===== config.mk =====
export PLATFORM = sky130hd
export DESIGN_NAME = tco_timer
export DESIGN_NICKNAME = d
export VERILOG_FILES = /design/src/hdl/tco_pkg.sv /design/src/hdl/tco_tick_div.sv /design/src/hdl/tco_out_unit.sv /design/src/hdl/tco_timer.sv
export SDC_FILE = /design/constraint.sdc
export NUM_CORES = 1
export LEC_CHECK = 0
export BUFFER_PORTS_ARGS = -buffer_cell sky130_fd_sc_hd__buf_2
export CAP_MARGIN = 10
export CORE_ASPECT_RATIO = 1.25
export CORE_MARGIN = 1
export CORE_UTILIZATION = 49
export CTS_CLUSTER_DIAMETER = 30
export DETAILED_ROUTE_END_ITERATION = 8
export PLACE_DENSITY = 0.69
export SYNTH_ARGS = -nofsm -noshare
export SYNTH_HDL_FRONTEND = slang
export SYNTH_SLANG_ARGS = --single-unit

===== constraint.sdc =====
create_clock -name ref_clk -period 8.2 [get_ports ref_clk]
set_input_delay 0 -clock ref_clk [delete_from_list [all_inputs] [get_ports ref_clk]]
set_output_delay 0 -clock ref_clk [all_outputs]
set_load 0.02 [all_outputs]

===== src/hdl/tco_pkg.sv =====
// Constants shared by the compare-output control block.
// Assumes one 250 MHz clock and an 8-bit register port.
package tco_pkg;
    // =====================================================
    // Register map
    localparam logic [7:0] TCO_ADDR_CTRL_A = 8'h19;
    localparam logic [7:0] TCO_ADDR_CTRL_B = 8'h18;
    localparam logic [7:0] TCO_ADDR_CNT = 8'h20;
    localparam logic [7:0] TCO_ADDR_CMP_A = 8'h21;
    localparam logic [7:0] TCO_ADDR_CMP_B = 8'h22;
    localparam logic [7:0] TCO_ADDR_STAT = 8'h23;
    localparam logic [7:0] TCO_ADDR_MASK = 8'h24;
    localparam logic [7:0] TCO_ADDR_TICKDIV = 8'h25;
    // =====================================================
    // Field layout and reset values
    localparam int TCO_MODE_A_HI = 7;
    localparam int TCO_MODE_A_LO = 6;
    localparam int TCO_MODE_B_HI = 5;
    localparam int TCO_MODE_B_LO = 4;
    localparam int TCO_WAVE_HI_BIT = 3;
    localparam logic [7:0] TCO_CTRL_A_WMASK = 8'hf3;
    localparam logic [7:0] TCO_CTRL_B_WMASK = 8'h08;
    localparam logic [7:0] TCO_RESET_VAL = 8'h00;
    localparam logic [7:0] TCO_MAX = 8'hff;
    localparam logic [7:0] TCO_BOTTOM = 8'h00;
    localparam int TCO_FLAG_A = 0;
    localparam int TCO_FLAG_B = 1;
    localparam logic [7:0] TCO_TICKDIV_RESET = 8'h00;
    // =====================================================
    // Waveform modes
    typedef enum logic [2:0] {
        TCO_WM_NORMAL = 3'b000,
        TCO_WM_PC_FF = 3'b001,
        TCO_WM_CTC = 3'b010,
        TCO_WM_FAST_FF = 3'b011,
        TCO_WM_RES4 = 3'b100,
        TCO_WM_PC_A = 3'b101,
        TCO_WM_RES6 = 3'b110,
        TCO_WM_FAST_A = 3'b111
    } tco_wave_t;
    typedef enum logic [1:0] {
        TCO_KIND_NONPWM = 2'b00,
        TCO_KIND_FAST = 2'b01,
        TCO_KIND_PHASE = 2'b10
    } tco_kind_t;
endpackage


===== src/hdl/tco_tick_div.sv =====
// Timer tick enable generator.
// Assumes one clock; the tick is a one-cycle enable, never a clock.
`timescale 1ns/1ps
module tco_tick_div
    import tco_pkg::*;
(
    input wire logic ref_clk,
    input wire logic rst,
    input wire logic [7:0] div,
    output logic tick
);
    logic [7:0] cnt_r;
    logic [7:0] cnt_nxt;
    wire wrap = (cnt_r >= div);

    assign cnt_nxt = wrap ? 8'h00 : 8'(cnt_r + 8'h01);
    // A divide value of zero gives a tick every cycle.
    assign tick = wrap;

    always_ff @(posedge ref_clk) begin
        if (rst) begin
            cnt_r <= 8'h00;
        end else begin
            cnt_r <= cnt_nxt;
        end
    end
endmodule


===== src/hdl/tco_out_unit.sv =====
// One compare output channel: decides the next output level.
// Assumes match, bottom and top strobes are already qualified by the tick.
`timescale 1ns/1ps
module tco_out_unit
    import tco_pkg::*;
(
    input wire logic ref_clk,
    input wire logic rst,
    input wire logic [1:0] out_mode,
    input wire tco_kind_t kind,
    input wire logic toggle_ok,
    input wire logic match,
    input wire logic at_bottom,
    input wire logic at_top,
    input wire logic counting_up,
    input wire logic cmp_is_top,
    output logic level,
    output logic connected
);
    logic level_r;
    logic level_nxt;
    wire ignore_match = cmp_is_top & out_mode[1] & (kind != TCO_KIND_NONPWM);
    wire eff_match = match & ~ignore_match;
    wire inv = out_mode[0];

    assign connected = (out_mode != 2'b00) && !(kind != TCO_KIND_NONPWM && out_mode == 2'b01 && !toggle_ok);
    assign level = level_r;

    always_comb begin
        level_nxt = level_r;
        case (kind)
            TCO_KIND_NONPWM: begin
                if (match) begin
                    case (out_mode)
                        2'b01: level_nxt = ~level_r;
                        2'b10: level_nxt = 1'b0;
                        2'b11: level_nxt = 1'b1;
                        default: level_nxt = level_r;
                    endcase
                end
            end
            TCO_KIND_FAST: begin
                if (out_mode == 2'b01) begin
                    if (match && toggle_ok) begin
                        level_nxt = ~level_r;
                    end
                end else if (out_mode[1]) begin
                    if (eff_match) begin
                        level_nxt = inv;
                    end else if (at_bottom) begin
                        level_nxt = ~inv;
                    end
                end
            end
            TCO_KIND_PHASE: begin
                if (out_mode == 2'b01) begin
                    if (match && toggle_ok) begin
                        level_nxt = ~level_r;
                    end
                end else if (out_mode[1]) begin
                    // At TOP the level takes the down-counting action, so a compare value at TOP holds it steady.
                    if (ignore_match && at_top) begin
                        level_nxt = ~inv;
                    end else if (eff_match) begin
                        level_nxt = counting_up ? inv : ~inv;
                    end
                end
            end
            default: level_nxt = level_r;
        endcase
    end

    always_ff @(posedge ref_clk) begin
        if (rst) begin
            level_r <= 1'b0;
        end else begin
            level_r <= level_nxt;
        end
    end
endmodule


===== src/hdl/tco_timer.sv =====
// 8-bit timer with two compare output channels and its register port.
// Assumes a synchronous host port with read data one cycle after the strobe.
//
// Overview of operation
// - Everything runs on ref_clk; timer tick is only a clock enable.
// - Flag B sets on every B match; flag A except in phase correct with A as TOP.
// - CLEAR_ON_MATCH_MODE and fast PWM with A as TOP: A match clears counter, sets flag.
// - Nonzero out mode A hands the A pin to the compare output.
// - Non-PWM mode A: 00 off, 01 toggle, 10 clear, 11 set on match.
// - PWM mode A 01: off if wave high bit clear, else toggle on match.
// - Fast PWM A: 10 clears on match, sets at bottom; 11 inverts this.
// - Fast PWM: compare equals TOP with upper bit set ignores match.
// - Phase correct A: 10 clears upward match, sets downward; 11 reversed.
// - Phase correct: compare equals TOP with upper bit acts at TOP.
// - Nonzero out mode B hands the B pin to the compare output.
// - Non-PWM mode B: 00 off, 01 toggle, 10 clear, 11 set on match.
// - Fast PWM B: 10 clear/bottom set, 11 inverse; 01 reserved.
// - Phase correct B: 10 clears upward match, sets downward; 11 reversed.
// - Control A bits 3:2 are reserved and read as zero.
// - Three wave mode bits select normal, PC, CLEAR_ON_MATCH_MODE, fast; 4 and 6 reserved.
`timescale 1ns/1ps
module tco_timer
    import tco_pkg::*;
(
    input wire logic ref_clk,
    input wire logic rst,
    input wire logic [7:0] addr,
    input wire logic [7:0] wdata,
    input wire logic wr,
    input wire logic rd,
    output logic [7:0] rdata,
    input wire logic [7:0] port_data_a,
    input wire logic [7:0] port_data_b,
    output logic pin_a,
    output logic pin_b,
    output logic pin_sel_a,
    output logic pin_sel_b,
    output logic irq
);
    // =====================================================
    // Registers
    logic [7:0] ctrl_a_r;
    logic [7:0] ctrl_b_r;
    logic [7:0] cnt_r;
    logic [7:0] cnt_nxt;
    logic [7:0] cmp_a_r;
    logic [7:0] cmp_b_r;
    logic [1:0] stat_r;
    logic [1:0] mask_r;
    logic [7:0] tickdiv_r;
    logic [7:0] rdata_r;
    logic up_r;
    logic up_nxt;
    logic tick;
    logic oc_a;
    logic oc_b;
    logic conn_a;
    logic conn_b;
    logic block_r;
    tco_wave_t wave;
    tco_kind_t kind;
    logic [7:0] top;

    wire [1:0] out_mode_a = ctrl_a_r[TCO_MODE_A_HI:TCO_MODE_A_LO];
    wire [1:0] out_mode_b = ctrl_a_r[TCO_MODE_B_HI:TCO_MODE_B_LO];
    wire wave_mode_hi = ctrl_b_r[TCO_WAVE_HI_BIT];
    wire wr_ctrl_a = wr && (addr == TCO_ADDR_CTRL_A);
    wire wr_ctrl_b = wr && (addr == TCO_ADDR_CTRL_B);
    wire wr_cnt = wr && (addr == TCO_ADDR_CNT);
    wire wr_cmp_a = wr && (addr == TCO_ADDR_CMP_A);
    wire wr_cmp_b = wr && (addr == TCO_ADDR_CMP_B);
    wire wr_stat = wr && (addr == TCO_ADDR_STAT);
    wire wr_mask = wr && (addr == TCO_ADDR_MASK);
    wire wr_tickdiv = wr && (addr == TCO_ADDR_TICKDIV);

    // =====================================================
    // Mode decode
    assign wave = tco_wave_t'({wave_mode_hi, ctrl_a_r[1:0]});
    always_comb begin
        kind = TCO_KIND_NONPWM;
        top = TCO_MAX;
        case (wave)
            TCO_WM_NORMAL: begin
                kind = TCO_KIND_NONPWM;
            end
            TCO_WM_PC_FF: begin
                kind = TCO_KIND_PHASE;
            end
            TCO_WM_CTC: begin
                kind = TCO_KIND_NONPWM;
                top = cmp_a_r;
            end
            TCO_WM_FAST_FF: begin
                kind = TCO_KIND_FAST;
            end
            TCO_WM_PC_A: begin
                kind = TCO_KIND_PHASE;
                top = cmp_a_r;
            end
            TCO_WM_FAST_A: begin
                kind = TCO_KIND_FAST;
                top = cmp_a_r;
            end
            default: begin
                // Reserved codes behave as normal mode.
                kind = TCO_KIND_NONPWM;
            end
        endcase
    end
    wire a_is_top = (wave == TCO_WM_CTC) || (wave == TCO_WM_PC_A) || (wave == TCO_WM_FAST_A);

    // =====================================================
    // Counter and compare strobes
    tco_tick_div u_tick (
        .ref_clk(ref_clk),
        .rst(rst),
        .div(tickdiv_r),
        .tick(tick)
    );
    // A software write to the counter suppresses the compare on the first tick at or after the write.
    wire live = tick && !block_r && !wr_cnt;
    wire match_a = live && (cnt_r == cmp_a_r);
    wire match_b = live && (cnt_r == cmp_b_r);
    wire at_top = tick && (cnt_r == top);
    wire at_bottom = tick && (kind == TCO_KIND_FAST) && (cnt_r == top);
    wire ctc_clear = (wave == TCO_WM_CTC) || (wave == TCO_WM_FAST_A);

    always_comb begin
        cnt_nxt = cnt_r;
        up_nxt = up_r;
        if (wr_cnt) begin
            cnt_nxt = wdata;
        end else if (tick) begin
            if (kind == TCO_KIND_PHASE) begin
                if (up_r && cnt_r >= top) begin
                    up_nxt = 1'b0;
                    cnt_nxt = 8'(cnt_r - 8'h01);
                end else if (!up_r && cnt_r == TCO_BOTTOM) begin
                    up_nxt = 1'b1;
                    cnt_nxt = 8'(cnt_r + 8'h01);
                end else begin
                    cnt_nxt = up_r ? 8'(cnt_r + 8'h01) : 8'(cnt_r - 8'h01);
                end
            end else if (ctc_clear && cnt_r == cmp_a_r) begin
                cnt_nxt = TCO_BOTTOM;
            end else begin
                up_nxt = 1'b1;
                cnt_nxt = (cnt_r == top) ? TCO_BOTTOM : 8'(cnt_r + 8'h01);
            end
        end
    end

    // =====================================================
    // Output channels
    tco_out_unit u_out_a (
        .ref_clk(ref_clk),
        .rst(rst),
        .out_mode(out_mode_a),
        .kind(kind),
        .toggle_ok(wave_mode_hi),
        .match(match_a),
        .at_bottom(at_bottom),
        .at_top(at_top),
        .counting_up(up_r),
        .cmp_is_top(cmp_a_r == top),
        .level(oc_a),
        .connected(conn_a)
    );
    tco_out_unit u_out_b (
        .ref_clk(ref_clk),
        .rst(rst),
        .out_mode(out_mode_b),
        .kind(kind),
        .toggle_ok(1'b0),
        .match(match_b),
        .at_bottom(at_bottom),
        .at_top(at_top),
        .counting_up(up_r),
        .cmp_is_top(cmp_b_r == top),
        .level(oc_b),
        .connected(conn_b)
    );

    // Pin direction is owned by the port logic outside; it must be set to output.
    assign pin_sel_a = (out_mode_a != 2'b00);
    assign pin_sel_b = (out_mode_b != 2'b00);
    assign pin_a = conn_a ? oc_a : (pin_sel_a ? 1'b0 : port_data_a[0]);
    assign pin_b = conn_b ? oc_b : (pin_sel_b ? 1'b0 : port_data_b[0]);

    // =====================================================
    // Flags and interrupt
    logic [1:0] set_ev;
    assign set_ev[TCO_FLAG_A] = match_a && !(a_is_top && !ctc_clear);
    assign set_ev[TCO_FLAG_B] = match_b;
    wire [1:0] clr_ev = wr_stat ? wdata[1:0] : 2'b00;
    assign irq = |(stat_r & mask_r);

    // =====================================================
    // Read mux
    logic [7:0] rd_mux;
    always_comb begin
        case (addr)
            TCO_ADDR_CTRL_A: rd_mux = ctrl_a_r;
            TCO_ADDR_CTRL_B: rd_mux = ctrl_b_r;
            TCO_ADDR_CNT: rd_mux = cnt_r;
            TCO_ADDR_CMP_A: rd_mux = cmp_a_r;
            TCO_ADDR_CMP_B: rd_mux = cmp_b_r;
            TCO_ADDR_STAT: rd_mux = {6'h00, stat_r};
            TCO_ADDR_MASK: rd_mux = {6'h00, mask_r};
            TCO_ADDR_TICKDIV: rd_mux = tickdiv_r;
            default: rd_mux = 8'h00;
        endcase
    end
    assign rdata = rdata_r;

    always_ff @(posedge ref_clk) begin
        if (rst) begin
            ctrl_a_r <= TCO_RESET_VAL;
            ctrl_b_r <= TCO_RESET_VAL;
            cnt_r <= TCO_RESET_VAL;
            cmp_a_r <= TCO_RESET_VAL;
            cmp_b_r <= TCO_RESET_VAL;
            stat_r <= 2'b00;
            mask_r <= 2'b00;
            tickdiv_r <= TCO_TICKDIV_RESET;
            rdata_r <= 8'h00;
            up_r <= 1'b1;
            block_r <= 1'b0;
        end else begin
            if (wr_ctrl_a) ctrl_a_r <= wdata & TCO_CTRL_A_WMASK;
            if (wr_ctrl_b) ctrl_b_r <= wdata & TCO_CTRL_B_WMASK;
            if (wr_cmp_a) cmp_a_r <= wdata;
            if (wr_cmp_b) cmp_b_r <= wdata;
            if (wr_mask) mask_r <= wdata[1:0];
            if (wr_tickdiv) tickdiv_r <= wdata;
            cnt_r <= cnt_nxt;
            up_r <= up_nxt;
            block_r <= wr_cnt ? !tick : (block_r && !tick);
            stat_r <= (stat_r & ~clr_ev) | set_ev;
            rdata_r <= rd ? rd_mux : 8'h00;
        end
    end
endmodule


==> results.yml <==
run_status:
  status: "finished, violations left"
  violations: "design-rule violations"
synthesis:
  yosys_warnings: 0
  syn_inst: 546
  synth_most_common_cell: "nand2_1"
  synth_common_cells: "nand2_1 (76), dfxtp_1 (63), a21oi_1 (55), nand3_1 (46), nor2_1 (40)"
  synth_edf_count: 0
  netlist_area_sq_um: 4150
  ys_types: 67
  yosys_register_bits: 63
  synth_top_area_cell: "dfxtp_1"
  synth.top_cell.area_share_pct: 30.4
  postSynth.asyncResetShare_pct: 0
  synth-main-ff-cell: "dfxtp_1"
  synth_fp_nets: 607
  yosysSeqAreaShare_pct: 30.4
  syn_avg_cell_area_sq_um: 7.60
  synth.area.top_cells: "dfxtp_1 (30%), ha_1 (7.5%), nand2_1 (6.9%)"
min_path:
  hold_path_end: "ctrl_b_r[3]$_SDFFE_PP0P_"
  hp-class: "primary input to flop"
  holdPathStages: 4
  hp-start: "addr[1]"
timing:
  setup_viol: 0
  hold_viol: 0
  drv_slew: 0
  fin_crit_ps: 3930
  grt_setup_unrepaired: "false"
  period_share_pct: 47.9
  final.setup.tns_ps: 0
  relSlewSlack_pct: 24.5
  clock.fmax_ghz: 0.254
  fin_skew_ps: 4.04
  tightest_slew_ps: 1130
critical_path:
  cp-end-kind: "flop"
  start_kind: "flop"
  arrival_ps: 4200
  regToRegEndpoint: "cnt_r[3]$_SDFFE_PP0P_"
  cp_max_fo: 12
  path_class: "flop to flop"
  reg2reg_depth: 12
  cp.required_ps: 8470
  reg2reg_slack_ps: 4270
  r2r-start: "ctrl_a_r[1]$_SDFFE_PP0P_"
cts:
  clockRootBuffer: "clkbuf_8"
  ctsResizeCount: 0
  cts_buffer_depth: 2
  numCtsBuffers: 9
  cts.sinks: 63
  cts_htree_levels: 3
  cts_setup_buffers: 0
  cts_tree: "yes"
  clk_pin_slew_worst_paths_ps: 70
  clkLatencyLatePin_ps: 360
pwr:
  p_clk_share_pct: 40.3
  vdd_drop_max_mv: 0.0978
  intPower_w: 0.000444
  switching_share_pct: 28.0
  power_w: 0.000617
  p_per_area_nw_per_um2: 136
  power.switching_w: 0.000173
  power.leakage_nw: 1.76
  comb_power_share_pct: 8.7
  power_frac_seq_pct: 51.0
global_routing:
  gr-usage-met2_pct: 48.2
  use_met3_pct: 6.16
  grt_max_degree: 51
  use_met1_pct: 33.1
  antenna_found_initial: 0
  overflow: 0
  grt_pass1_wl_microns: 19300
  top_usage_layer: "met2"
  gr-usage-all-layers_pct: 28.1
  grt_pass1_vias: 3898
place:
  dp_hpwl_microns: 8500
  place.gp.congestion: 0.924
  port_buffers: 34
detailed_routing:
  drc: 2
  drt_first_pass_iters: 7
  drtIter0Drc: 300
  wl_microns: 11900
  wire_per_inst_microns: 17.8
  viasPerCell: 6.14
  ant_nets: 0
  num_vias: 4095
finish:
  syn2layout_area_growth_pct: 9.40
  fin_nets: 626
  multi_input_comb_area_sq_um: 2620
  utilization_pct: 55.1
  fillers: 815
  seq_area_sq_um: 1260
  antennaDiodeCount: 0
  drive_gt1_share_pct: 11.9
floorplanning:
  rows: 37
  dieWidth_microns: 84.3
  die_h_microns: 105
  core_sq_um: 8240
  initial_core_util_pct: 50.4
  dieArea_sq_um: 8850
  pin_count: 49
run:
  cap_violations: 0
==> critical path: stages, from the launching register on <==
cell and delay, ps:
dfxtp_1 600, nor3b_1 560, nor2_1 250, nor2_1 150
ha_1 260, a21o_1 170, a21o_1 190, a211oi_1 470
nor2_1 320, nor2_1 210, a21oi_1 50, or3_1 340
a311oi_1 260
==> cell usage in the layout (no fill, tap or decap), types with 4 or more instances in the layout <==
cell	synthesis	final
a22oi_1	11	11
nor3_1	14	13
o21ai_1	4	4
clkinv_2	0	4
xor2_1	25	25
a31oi_1	10	10
clkbuf_8	1	10
nand4_1	6	6
nor4_1	5	5
inv_1	25	25
xnor2_1	6	6
o31ai_1	7	7
nand3_1	46	46
buf_2	3	34
o21ai_0	10	10
nand2b_1	4	4
ha_1	25	25
a211o_1	4	4
a211oi_1	7	7
dlygate4sd3_1	0	8
nor2_1	40	40
dfxtp_1	63	63
or3_1	5	5
a21oi_1	55	55
nand2_1	76	76
==> worst max path at each step <==
stage                             startpoint                    end  slack, ps
floorplan           ctrl_b_r[3]$_SDFFE_PP0P_  cnt_r[5]$_SDFFE_PP0P_       5090
global route        ctrl_a_r[1]$_SDFFE_PP0P_  cnt_r[4]$_SDFFE_PP0P_       3950
global placement    ctrl_a_r[1]$_SDFFE_PP0P_  cnt_r[3]$_SDFFE_PP0P_       4420
finish              ctrl_a_r[1]$_SDFFE_PP0P_  cnt_r[3]$_SDFFE_PP0P_       4270
detailed placement  ctrl_a_r[1]$_SDFFE_PP0P_  cnt_r[3]$_SDFFE_PP0P_       4390
CTS                 ctrl_a_r[1]$_SDFFE_PP0P_  cnt_r[3]$_SDFFE_PP0P_       4360
==> sequential cells by signal (all words and copies together) (netlist names), 2 cells and up <==
name	cells
cmp_b_r	8
rdata	8
u_tick.cnt_r	8
stat_r	2
cmp_a_r	8
tickdiv_r	8
cnt_r	8
mask_r	2
ctrl_a_r	6
==> power groups by stage <==
| stage | registers (W) | clock network (W) | logic [W] |
|---|---|---|---|
| 2_1_floorplan | 0.000318 | 0 | 0.0000327 |
| 3_3_place_gp | 0.000322 | 0 | 0.0000488 |
| 3_5_place_dp | 0.000322 | 0 | 0.0000499 |
| 4_1_cts | 0.000315 | 0.000252 | 0.0000529 |
| 5_1_grt | 0.000315 | 0.000267 | 0.0000580 |
| 6_report | 0.000315 | 0.000249 | 0.0000535 |
==> layer usage <==
| metal | share of wire, % | wire length, microns |
|---|---|---|
| met4 | 3.2 | 380 |
| met5 | 0 | 0 |
| met2 | 49 | 5780 |
| met1 | 42 | 4950 |
| met3 | 6.5 | 775 |
==> stage by stage <==
stage	instance area [sq um]	cells	hold slack, ps	setup slack (ps)
global route	4540	667	89.5	3950
global placement	4290	643	302	4420
CTS	4540	667	50.6	4360
finish	4540	667	71.1	4270
detailed placement	4290	643	302	4390
floorplan	4150	546	140	5090
==> logic make-up (layout without fill, tap and decap cells) <==
| group | Yosys count | in the layout | share of synthesized area, % |
|---|---|---|---|
| AOI/OAI and AO/OA | 143 | 143 | 23.0 |
| and+or+nand+nor | 220 | 220 | 25.4 |
| adders and majority gates | 25 | 25 | 7.53 |
| xor gates and xnor gates | 31 | 31 | 6.54 |
| muxes | 2 | 2 | 0.482 |
| buffers and inverters | 62 | 86 | 6.66 |
| DFF | 63 | 63 | 30.4 |
==> final cells by class <==
class                           instances  share of cell area, %
Multi-Input combinational cell        421                   57.7
Sequential cell                        63                   27.8
Timing Repair Buffer                   45                   6.01
Clock buffer                           10                   3.03
Tap cell                               97                   2.67
Inverter                               25                   2.07
Clock inverter                          6                  0.799
==> timing repair <==
| item | 4_1_cts | 5_1_grt |
|---|---|---|
| endpoints found under the setup margin | 0 | 0 |
| endpoints found under the hold margin | 30 | 0 |
| hold buffers | 8 | 0 |
Note: power is estimated with default switching activity, not from simulation.
